==> config.mk <==
export PLATFORM = sky130hd
export DESIGN_NAME = gst_timer
export DESIGN_NICKNAME = d
export VERILOG_FILES = /design/src/gst_timer.v
export VERILOG_INCLUDE_DIRS = /design/src /design/src/src
export SDC_FILE = /design/constraint.sdc
export NUM_CORES = 1
export LEC_CHECK = 0
export BUFFER_PORTS_ARGS = -buffer_cell sky130_fd_sc_hd__clkbuf_2
export CELL_PAD_IN_SITES_DETAIL_PLACEMENT = 0
export CELL_PAD_IN_SITES_GLOBAL_PLACEMENT = 1
export CORE_ASPECT_RATIO = 2
export CORE_MARGIN = 2
export CORE_UTILIZATION = 40
export CTS_BUF_LIST = sky130_fd_sc_hd__clkbuf_8
export DETAILED_ROUTE_END_ITERATION = 7
export GPL_ROUTABILITY_DRIVEN = 0
export HOLD_SLACK_MARGIN = 0.12
export PLACE_DENSITY_LB_ADDON = 0.1
export SYNTH_ARGS = -nofsm -noshare
export SYNTH_HDL_FRONTEND = slang
export SYNTH_SLANG_ARGS = --single-unit
==> constraint.sdc <==
create_clock -name clk -period 2.8 [get_ports clk]
set_clock_uncertainty 0.15 [all_clocks]
set_input_delay 0.56 -clock clk [delete_from_list [all_inputs] [get_ports clk]]
set_output_delay 0.56 -clock clk [all_outputs]
set_load 0.1 [all_outputs]
==> src/gst_map.vh <==
`ifndef GST_MAP_VH
`define GST_MAP_VH
// register indices
`define GST_A_CTRL     3'h0
`define GST_A_CNT_LO   3'h1
`define GST_A_CNT_HI   3'h2
`define GST_A_IRQ      3'h3
`define GST_A_CCP_LO   3'h4
`define GST_A_CCP_HI   3'h5
`define GST_A_CCP_MODE 3'h6
// control fields
`define GST_B_ON      0
`define GST_B_CS      1
`define GST_B_BYPASS  2
`define GST_B_LPOSC   3
`define GST_B_PS_LO   4
`define GST_B_PS_HI   5
`define GST_B_GE      6
`define GST_B_GPOL    7
// irq register fields
`define GST_B_FLAG    0
`define GST_B_RIE     1
`define GST_B_PIE     2
`define GST_B_GIE     3
`define GST_B_GSS     4
// capture/compare mode fields
`define GST_B_CAP     0
`define GST_B_CMP     1
`define GST_B_SPEC    2
// reset values
`define GST_R_CTRL    8'h00
`define GST_R_IRQ     5'h00
`define GST_R_MODE    3'h0
`define GST_R_CNT     16'h0000
`define GST_R_CCP     16'h0000
// counter limits
`define GST_CNT_MAX   16'hffff
// system clocks per instruction cycle
`define GST_INST_DIV  4
`endif

==> src/gst_timer.v <==
// Added by the designer: the address map and the plain strobed port.
`include "gst_map.vh"
`timescale 1ns/10ps
`default_nettype none
module gst_timer #(
   parameter INST_DIV = `GST_INST_DIV
) (
   input  wire       clk,
   input  wire       sys_rst,
   input  wire [2:0] reg_addr,
   input  wire [7:0] reg_wdata,
   input  wire       reg_wr,
   input  wire       reg_rd,
   output reg  [7:0] reg_rdata,
   input  wire       ext_count_clock_pin,
   input  wire       gate_pin,
   input  wire       second_comparator_output,
   input  wire       cpu_sleeping,
   input  wire       capture_event,
   output wire       lowpower_osc_on,
   output wire       cmp_sync_tick,
   output reg        compare_event,
   output wire       cpu_irq,
   output wire       cpu_wake,
   output wire       wake_to_vector
);
////////////////////////////////////////////////////////////////////////
// registers
reg  [7:0]  ctrl_q;
reg  [4:0]  irqr_q;
reg  [2:0]  mode_q;
reg  [15:0] count_q;
reg  [15:0] count_d;
reg  [15:0] ccp_q;
reg  [2:0]  pre_q;
reg  [1:0]  inst_q;
reg         ext_lvl_q;
reg         pend_q;
reg         cmp_prev_q;
reg         flag_d;
reg         ext_tick;
reg         src_tick;
reg         gate_raw;
reg         gate_act;
reg  [2:0]  arm_q;
reg  [2:0]  arm_d;
wire [2:0]  pin_in;
wire [2:0]  pin_ok;
////////////////////////////////////////////////////////////////////////
// control fields
wire       counter_on            = ctrl_q[`GST_B_ON];
wire       clock_source_select   = ctrl_q[`GST_B_CS];
wire       ext_clock_sync_bypass = ctrl_q[`GST_B_BYPASS];
wire [1:0] input_prescale_select = ctrl_q[`GST_B_PS_HI:`GST_B_PS_LO];
wire       gate_enable_bit       = ctrl_q[`GST_B_GE];
wire       gate_polarity         = ctrl_q[`GST_B_GPOL];
wire       rollover_flag         = irqr_q[`GST_B_FLAG];
wire       rollover_irq_enable   = irqr_q[`GST_B_RIE];
wire       peripheral_irq_enable = irqr_q[`GST_B_PIE];
wire       global_irq_enable     = irqr_q[`GST_B_GIE];
wire       gate_source_select    = irqr_q[`GST_B_GSS];
wire       wr_ctrl = reg_wr && (reg_addr == `GST_A_CTRL);
wire       wr_lo   = reg_wr && (reg_addr == `GST_A_CNT_LO);
wire       wr_hi   = reg_wr && (reg_addr == `GST_A_CNT_HI);
wire       wr_cnt  = wr_lo || wr_hi;
wire       wr_irq  = reg_wr && (reg_addr == `GST_A_IRQ);
wire       wr_mode = reg_wr && (reg_addr == `GST_A_CCP_MODE);
wire       wr_c_lo = reg_wr && (reg_addr == `GST_A_CCP_LO);
wire       wr_c_hi = reg_wr && (reg_addr == `GST_A_CCP_HI);
////////////////////////////////////////////////////////////////////////
// pin synchronisers, three stages each
assign pin_in = {second_comparator_output, gate_pin, ext_count_clock_pin};
genvar gi;
generate
   for (gi = 0; gi < 3; gi = gi + 1) begin : g_sync
      reg s1_q;
      reg s2_q;
      reg s3_q;
      reg lvl_q;
      always @(posedge clk) begin
         if (sys_rst) begin
            s1_q  <= 1'b0;
            s2_q  <= 1'b0;
            s3_q  <= 1'b0;
            lvl_q <= 1'b0;
         end else begin
            s1_q <= pin_in[gi];
            s2_q <= s1_q;
            s3_q <= s2_q;
            if (s2_q == s3_q) begin
               lvl_q <= s3_q;
            end
         end
      end
      assign pin_ok[gi] = lvl_q;
   end
endgenerate
////////////////////////////////////////////////////////////////////////
// instruction clock tick
wire inst_tick = (inst_q == INST_DIV[1:0] - 2'd1);
always @(posedge clk) begin
   if (sys_rst) begin
      inst_q <= 2'd0;
   end else if (inst_tick) begin
      inst_q <= 2'd0;
   end else begin
      inst_q <= inst_q + 2'd1;
   end
end
////////////////////////////////////////////////////////////////////////
// count pin arming, one-hot
localparam [2:0] ARM_IDLE = 3'b001;
localparam [2:0] ARM_WAIT = 3'b010;
localparam [2:0] ARM_LIVE = 3'b100;
always @* begin
   arm_d = arm_q;
   case (arm_q)
      ARM_IDLE: begin
         if (counter_on) begin
            arm_d = ARM_WAIT;
         end
      end
      ARM_WAIT: begin
         if (!pin_ok[0]) begin
            arm_d = ARM_LIVE;
         end
      end
      ARM_LIVE: begin
         arm_d = ARM_LIVE;
      end
      default: begin
         arm_d = ARM_IDLE;
      end
   endcase
   if (!counter_on) begin
      arm_d = ARM_IDLE;
   end else if (wr_cnt) begin
      arm_d = ARM_WAIT;
   end
end
////////////////////////////////////////////////////////////////////////
// external edge handling
wire ext_rise = pin_ok[0] && !ext_lvl_q;
wire ext_edge = ext_rise && (arm_q == ARM_LIVE);
always @(posedge clk) begin
   if (sys_rst) begin
      ext_lvl_q <= 1'b0;
      arm_q     <= ARM_IDLE;
      pend_q    <= 1'b0;
   end else begin
      ext_lvl_q <= pin_ok[0];
      arm_q     <= arm_d;
      if (ext_clock_sync_bypass || inst_tick) begin
         pend_q <= 1'b0;
      end else if (ext_edge) begin
         pend_q <= 1'b1;
      end
   end
end
////////////////////////////////////////////////////////////////////////
// sync mode waits for the instruction phase, bypass counts at once
always @* begin
   if (ext_clock_sync_bypass) begin
      ext_tick = ext_edge;
   end else begin
      ext_tick = inst_tick && (pend_q || ext_edge);
   end
   if (clock_source_select) begin
      src_tick = ext_tick;
   end else begin
      src_tick = inst_tick;
   end
end
////////////////////////////////////////////////////////////////////////
// gate and run conditions
always @* begin
   if (gate_source_select) begin
      gate_raw = pin_ok[2];
   end else begin
      gate_raw = pin_ok[1];
   end
   if (gate_polarity) begin
      gate_act = gate_raw;
   end else begin
      gate_act = !gate_raw;
   end
end
wire gate_ok   = !gate_enable_bit || gate_act;
wire async_ext = clock_source_select && ext_clock_sync_bypass;
wire run_ok    = !cpu_sleeping || async_ext;
wire count_en  = counter_on && gate_ok && run_ok;
assign cmp_sync_tick = src_tick && counter_on;
////////////////////////////////////////////////////////////////////////
// prescaler
reg [2:0] pre_mask;
always @* begin
   case (input_prescale_select)
      2'b00:   pre_mask = 3'h0;
      2'b01:   pre_mask = 3'h1;
      2'b10:   pre_mask = 3'h3;
      default: pre_mask = 3'h7;
   endcase
end
wire step    = src_tick && count_en;
wire pre_hit = ((pre_q & pre_mask) == pre_mask);
wire inc     = step && pre_hit;
always @(posedge clk) begin
   if (sys_rst) begin
      pre_q <= 3'h0;
   end else if (wr_cnt) begin
      pre_q <= 3'h0;
   end else if (step) begin
      pre_q <= pre_hit ? 3'h0 : pre_q + 3'h1;
   end
end
////////////////////////////////////////////////////////////////////////
// capture / compare
wire cmp_match = mode_q[`GST_B_CMP] && (ccp_q == count_q);
wire spec_trig = cmp_match && mode_q[`GST_B_SPEC] &&
                 !async_ext;
wire rollover  = inc && (count_q == `GST_CNT_MAX);
always @(posedge clk) begin
   if (sys_rst) begin
      ccp_q         <= `GST_R_CCP;
      mode_q        <= `GST_R_MODE;
      compare_event <= 1'b0;
      cmp_prev_q    <= 1'b0;
   end else begin
      cmp_prev_q    <= cmp_match;
      compare_event <= cmp_match && !cmp_prev_q;
      if (wr_mode) begin
         mode_q <= reg_wdata[2:0];
      end
      if (mode_q[`GST_B_CAP] && capture_event) begin
         ccp_q <= count_q;
      end else if (wr_c_lo) begin
         ccp_q[7:0] <= reg_wdata;
      end else if (wr_c_hi) begin
         ccp_q[15:8] <= reg_wdata;
      end
   end
end
////////////////////////////////////////////////////////////////////////
// counter
always @* begin
   count_d = count_q;
   if (wr_lo) begin
      count_d = {count_q[15:8], reg_wdata};
   end else if (wr_hi) begin
      count_d = {reg_wdata, count_q[7:0]};
   end else if (spec_trig && !cmp_prev_q) begin
      count_d = `GST_R_CNT;
   end else if (inc) begin
      count_d = count_q + 16'h0001;
   end
end
always @(posedge clk) begin
   if (sys_rst) begin
      count_q <= `GST_R_CNT;
   end else begin
      count_q <= count_d;
   end
end
////////////////////////////////////////////////////////////////////////
// control and interrupt registers
always @* begin
   flag_d = rollover_flag;
   if (wr_irq) begin
      flag_d = reg_wdata[`GST_B_FLAG];
   end
   if (rollover && !(spec_trig && !wr_cnt)) begin
      flag_d = 1'b1;
   end
end
always @(posedge clk) begin
   if (sys_rst) begin
      ctrl_q <= `GST_R_CTRL;
      irqr_q <= `GST_R_IRQ;
   end else begin
      if (wr_ctrl) begin
         ctrl_q <= reg_wdata;
      end
      if (wr_irq) begin
         irqr_q[4:1] <= reg_wdata[4:1];
      end
      irqr_q[`GST_B_FLAG] <= flag_d;
   end
end
assign lowpower_osc_on = ctrl_q[`GST_B_LPOSC];
wire wake_cond = rollover_flag && counter_on &&
                 rollover_irq_enable && peripheral_irq_enable;
assign cpu_wake       = wake_cond;
assign cpu_irq        = wake_cond && global_irq_enable;
assign wake_to_vector = global_irq_enable;
////////////////////////////////////////////////////////////////////////
// read port, data one cycle after the strobe
always @(posedge clk) begin
   if (sys_rst) begin
      reg_rdata <= 8'h00;
   end else if (reg_rd) begin
      case (reg_addr)
         `GST_A_CTRL:     reg_rdata <= ctrl_q;
         `GST_A_CNT_LO:   reg_rdata <= count_q[7:0];
         `GST_A_CNT_HI:   reg_rdata <= count_q[15:8];
         `GST_A_IRQ:      reg_rdata <= {3'h0, irqr_q};
         `GST_A_CCP_LO:   reg_rdata <= ccp_q[7:0];
         `GST_A_CCP_HI:   reg_rdata <= ccp_q[15:8];
         `GST_A_CCP_MODE: reg_rdata <= {5'h00, mode_q};
         default:         reg_rdata <= 8'h00;
      endcase
   end else begin
      reg_rdata <= 8'h00;
   end
end
endmodule // gst_timer
`default_nettype wire

==> results of run 1 <==
## critical path: cells and delay by family, from the launching register on
family / cells / cell delay [ps]
DFF: 1 / 500
AOI/OAI and AO/OA: 4 / 960
buffers and inverters: 2 / 340
and+or+nand+nor: 2 / 560
## cells in the final DEF (no fill, tap or decap), types with 3 or more instances in the layout
cell type | synthesis | layout
dfxtp_1 | 80 | 80
or2b_2 | 3 | 3
clkbuf_2 | 0 | 33
inv_1 | 6 | 6
nand2b_1 | 7 | 7
xnor2_1 | 12 | 12
nor3_1 | 15 | 15
nor2_1 | 57 | 57
xor2_1 | 5 | 5
and3_1 | 6 | 6
a311oi_1 | 3 | 3
nor3b_1 | 3 | 3
nand2_1 | 51 | 51
o31ai_1 | 4 | 4
buf_4 | 0 | 33
clkbuf_8 | 0 | 9
nand3_1 | 20 | 20
nand4_1 | 5 | 5
a22oi_1 | 3 | 3
a211oi_1 | 19 | 19
nor2b_1 | 17 | 17
mux4_2 | 6 | 6
o21ai_0 | 22 | 22
mux2i_1 | 37 | 37
a221oi_2 | 2 | 3
a21oi_1 | 29 | 29
a32oi_1 | 3 | 3
ha_1 | 3 | 3
and2_1 | 4 | 4
## worst paths after layout
path                                       end  slack, ps                startpoint
worst min-delay path            g_sync[2].s1_q        250  second_comparator_output
worst max-delay path                count_q[9]        140                count_q[8]
worst max register to register      count_q[9]        140                count_q[8]
worst min register to register       inst_q[0]        280                 inst_q[0]
## registers in the layout (all words and copies together), names as in the netlist, 2 cells and up
name,flops
g_sync.s3_q,3
mode_q,3
pre_q,3
irqr_q,5
ctrl_q,8
arm_q,3
g_sync.s1_q,3
count_q,16
reg_rdata,8
ccp_q,16
g_sync.lvl_q,3
g_sync.s2_q,3
inst_q,2
## layout make-up
type,instances,share of cell area
Clock inverter,7,0.01623
Multi-Input combinational cell,370,0.5036
Timing Repair Buffer,66,0.08501
Sequential cell,80,0.3297
Tap cell,137,0.03529
Clock buffer,9,0.02550
Inverter,6,0.004637
## layer usage
layer | vias to the layer above | wire [µm]
li1 | 1844 | -
met1 | 1821 | 5092
met2 | 92 | 7568
met3 | 25 | 451
met4 | 0 | 440
met5 | - | 0
## synthesized netlist by cell type, types with 4 or more instances
library cell,number,share of area
and3_1,6,0.0088
o31ai_1,4,0.0071
nand2_1,51,0.045
a211oi_1,19,0.034
nor2b_1,17,0.025
xnor2_1,12,0.025
dfxtp_1,80,0.38
and2_1,4,0.0059
buf_2,6,0.0071
nand4_1,5,0.0074
mux2i_1,37,0.087
a21oi_1,29,0.034
nand2b_1,7,0.010
nor2_1,57,0.050
inv_1,6,0.0053
mux4_2,6,0.032
buf_6,5,0.013
o21ai_0,22,0.026
clkbuf_1,23,0.020
nand3_1,20,0.024
xor2_1,5,0.010
nor3_1,15,0.018
## logic make-up after synthesis
group                    after synthesis
AND/OR/NAND/NOR                      203
buffers and inverters                 41
flip-flops                            80
XOR/XNOR                              17
AO/OA/AOI/OAI                        102
multiplexers                          45
adder cells (fa/ha/maj)                3
## where the power goes
group,total (mW),leakage [nW],switching (mW),internal (mW)
combinational,0.227,1.13,0.141,0.0863
clock,0.901,0.0982,0.478,0.423
sequential,1.19,0.648,0.0226,1.16
total,2.31,1.88,0.642,1.67
## metrics by stage
stage | utilization | cells | area (µm²)
2_1_floorplan | - | 491 | 4249
6_report | 0.4665 | 675 | 4857
3_5_place_dp | 0.4465 | 659 | 4648
5_1_grt | 0.4665 | 675 | 4857
3_3_place_gp | 0.4465 | 659 | 4648
4_1_cts | 0.4659 | 675 | 4851
## timing repair
| action | CTS | global route |
|---|---|---|
| hold buffers | 0 | 0 |
| setup endpoints to repair | 0 | 2 |
| buffers inserted | 0 | 0 |
| resized for setup | 0 | 1 |
==> metrics, run 1 <==
global routing met3 resource utilization 0.02533; Static Leakage 1.877 nW; Post-synth EDFFs 0; routed via count 3,782; clk buf depth 2; Post-layout nets 556; number of routed nets with antenna violations 0; Tightest Hold Check Type in2reg; simple-gate share of the synthesized area 0.2376; Max VDD drop 0.2066 mV; Async SR Flop Fraction 0; period utilisation layout 0.9494; top-level port count 34; die area 0.01151 mm²; WP data arrival 2730 ps; f_max 376.2 MHz; Pwr per Cell Area 476.4 mW/mm²; HPWL after DPL 10,360 µm; outcome completed; sequential cell area fraction in the yosys report 0.3769; count of final setup violators 0; worst r2r path cells 8; Adder-Cell Fraction of Synth Area 0.008834; DRC errors left 0; FP Rows 53; Starting Density 0.4081; Post-Synth XOR/XNOR Area 0.03504; Inserted Clock Buffers 9; vias in the first global route 3,796; Slowest cell on crit path dfxtp_1; Netlist cell types 57; core area 0.01041 mm²; critical path endpoint category flip-flop; GRT Total Usage 0.2475; grt met2 use 0.4728; WHS 251.2 ps; Final min period 2658 ps; root buffer cell clkbuf_8; Max-cap violations 0; Startpoint Class flip-flop; DRT Wirelength 13,550 µm; DIE HEIGHT 149.8 µm; Antenna Cells 0; RSZ-0062 raised after global routing no; final worst-path setup slack 141.7 ps; Synth Area in Compound Gates 0.1684; Slew Limit Headroom 0.6027; Syn-to-layout area delta 14.31%; WHS Path Cells 2; dominant synthesized flop cell dfxtp_1; largest net degree at the start of global routing 36; mux contribution to synthesized area 0.1243; initial DRC count 262; Clk pin slew, worst setup/hold paths 90 ps; register area 0.001602 mm²; global-route wire length before repair 21,570 µm; Max Slew Vio Count 0; slew of the pin with the lowest slew margin 596.0 ps; #FFs+latches synth 80; GRT Max-Usage Layer met2; fraction of layout cells with a size suffix above 1 0.2007; H-Tree Depth 3; yosys synthesis warning count 0; final hold violations 0; Chip Width 76.88 µm; WS Path Type reg2reg; vias per std cell 5.603; initial antenna violation count 0; CTS tree built; Avg WL per Cell 20.08 µm; mapped cell area 0.004249 mm²; Pwr Total 2.314 mW; CP peak stage delay 500 ps; CTS sink cnt 80; cells along the critical path inv_1, a221oi_2, and4_1, and3_1, buf_4, o31a_4, a21boi_0, o22ai_1; syn_nets 514; GR met1 Demand/Resource 0.2669; I/O Buffers 33; area occupied by multi-input gates 0.002446 mm²; DRT Pass-1 Iters 4; final setup TNS 0 ps; fill cell count 1,093; gr ovfl total 0; main combinational cell family by area after synthesis simple AND/OR/NAND/NOR gates; Post-Syn Area per Cell 8.654 µm²; Crit path required time 2870 ps; clock latency on the worst-skew pair 360 ps; cell count after synthesis 491; pre-CTS setup slack 23.59 ps; CP Max Fanout 9
No activity file was read; power rests on OpenSTA's default activity.
==> run 2: changes to the inputs <==
--- a/config.mk
+++ b/config.mk
@@ -7,8 +7,6 @@
 export NUM_CORES = 1
 export LEC_CHECK = 0
 export BUFFER_PORTS_ARGS = -buffer_cell sky130_fd_sc_hd__clkbuf_2
-export CELL_PAD_IN_SITES_DETAIL_PLACEMENT = 0
-export CELL_PAD_IN_SITES_GLOBAL_PLACEMENT = 1
 export CORE_ASPECT_RATIO = 2
 export CORE_MARGIN = 2
 export CORE_UTILIZATION = 40
@@ -16,7 +14,8 @@
 export DETAILED_ROUTE_END_ITERATION = 7
 export GPL_ROUTABILITY_DRIVEN = 0
 export HOLD_SLACK_MARGIN = 0.12
-export PLACE_DENSITY_LB_ADDON = 0.1
+export PLACE_DENSITY = 0.55
+export REMOVE_ABC_BUFFERS = 1
 export SYNTH_ARGS = -nofsm -noshare
 export SYNTH_HDL_FRONTEND = slang
 export SYNTH_SLANG_ARGS = --single-unit
==> metrics, run 2 (synthesis results as in run 1) <==
vias per std cell 5.548 (-0.97%); clock latency on the worst-skew pair 370 ps (about the same); critical path endpoint category flip-flop; initial antenna violation count 0 (unchanged); count of final setup violators 0 (unchanged); clk buf depth 2 (unchanged); CTS tree built; Crit. Startpoint count_q[8]; fraction of layout cells with a size suffix above 1 0.1929 (-0.007860); Inserted Clock Buffers 9 (unchanged); die area 0.01151 mm² (unchanged); P_sw 621.4 µW (-3.2%); Tightest Hold Check Type in2reg; dpl cell area 0.004618 mm² (-0.65%); most common cell after layout, fill and taps aside dfxtp_1; Gate power share 0.103 (+0.005); final setup TNS 0 ps (unchanged); root buffer cell clkbuf_8; final hold violations 0 (unchanged); switching portion of total power 0.2803 (+0.002895); pre-CTS setup slack 100.6 ps (+76.99 ps); Pwr Total 2.217 mW (-4.2%); slew of the pin with the lowest slew margin 781.2 ps (+185.2 ps); global-route wire length before repair 19,930 µm (-7.6%); final instance area 0.004801 mm² (-1.2%); period utilisation layout 0.9682 (+0.01885); vias in the first global route 3,725 (-1.9%); largest net degree at the start of global routing 70 (+94%); Avg WL per Cell 19.27 µm (-4.0%); final worst-path setup slack 88.96 ps (-52.77 ps); most frequent cells in the layout 80 x dfxtp_1, 57 x nor2_1, 51 x nand2_1, 37 x mux2i_1, 33 x clkbuf_2; CTS sink cnt 80 (unchanged); Internal Power 1.596 mW (-4.6%); Finished Layout Cells 671 (-0.59%); Pwr per Cell Area 461.8 mW/mm² (-3.1%); routed via count 3,723 (-1.6%); RSZ-0062 raised after global routing no; FP Rows 53 (unchanged); Post-layout nets 552 (-0.72%); outcome completed; gr ovfl total 0 (unchanged); Startpoint Class flip-flop; Max-cap violations 0 (unchanged); cell count after placement 655 (-0.61%); CTS Hold Buffers Added 0 (unchanged); Reg power frac 0.533 (+0.021); Max VDD drop 0.1953 mV (-5.5%); Crit path required time 2880 ps (about the same); H-Tree Depth 3 (unchanged); GRT Total Usage 0.2295 (-0.01799); DRT Wirelength 12,930 µm (-4.6%); Clk pin slew, worst setup/hold paths 80 ps (about the same); Starting Density 0.4081 (unchanged); initial DRC count 203 (-23%); DRT Pass-1 Iters 4 (unchanged); min-delay src ext_count_clock_pin; r2r setup slk 90 ps (-50 ps); CP Max Fanout 8 (-1); WP data arrival 2790 ps (+60 ps); number of routed nets with antenna violations 0 (unchanged); WHS 253.9 ps (+2.696 ps); Static Leakage 1.843 nW (-1.8%); core area 0.01041 mm² (unchanged); Max Slew Vio Count 0 (unchanged); Antenna Cells 0 (unchanged); WS Path Type reg2reg; top flop regs ccp_q (16), count_q (16); Chip Width 76.88 µm (unchanged); Final min period 2711 ps (+52.77 ps); f_max 368.9 MHz (-1.9%); Slew Limit Headroom 0.4792 (-0.1235); DRC errors left 0 (unchanged); Final Core Density 0.4611 (-0.005408); clock power share 0.364 (-0.026); I/O Buffers 33 (unchanged); DIE HEIGHT 149.8 µm (unchanged); top-level port count 34 (unchanged); Syn-to-layout area delta 12.99%; FF-to-FF Start count_q[8]; HPWL after DPL 9760 µm (-5.8%)
-- run 2: cell count changes in the layout (fill, tap and decap cells not counted), sizes merged --
cell	previous run	this run
buf	33	29
bufinv	1	0
clkbuf	42	43
clkinv	1	0
clkinvlp	2	3
-- run 2: layout make-up --
cell class                 instances  area [µm²]
fill                            1062        5610
multi-input combinational        370        2441
sequential                        80        1602
timing repair buffer              62       382.9
tap                              137       171.4
clock buffer                      10       137.6
clock inverter                     6       43.79
inverter                           6       22.52
-- run 2: routing by layer --
layer	routed length, µm	global-route usage	vias up	part of all wire
met4	739	0.1545	0	0.057
met3	483	0.03739	34	0.037
met2	7018	0.4202	90	0.54
li1	-	-	1826	-
met5	0	0	-	0
met1	4690	0.2358	1773	0.36
-- run 2: timing repair --
action	4_1_cts	5_1_grt
resized for setup	0	1
setup endpoints to repair	0	2
buffers inserted	0	0
endpoints found under the hold margin	0	0
-- run 2: worst paths after layout --
| path | to | cells past startpoint |
|---|---|---|
| max reg2reg | irqr_q[0] | 7 |
| min reg2reg | inst_q[0] | 1 |
| max | irqr_q[0] | 7 |
| min | g_sync[0].s1_q | 2 |
-- run 2: worst max-delay path, stage by stage (launching register included) --
cell and delay [ps]:
dfxtp_1 500, inv_1 150, a221oi_1 480, and4_1 310
nand2_1 120, or4b_2 650, nand4_1 140, a21oi_1 70
-- run 2: power by group through the flow --
stage,combinational (mW),sequential (mW),clock [mW]
CTS,0.228,1.18,0.828
detailed placement,0.227,1.21,0
global route,0.245,1.19,0.868
finish,0.228,1.18,0.808
global placement,0.225,1.21,0
floorplan,0.104,1.22,0
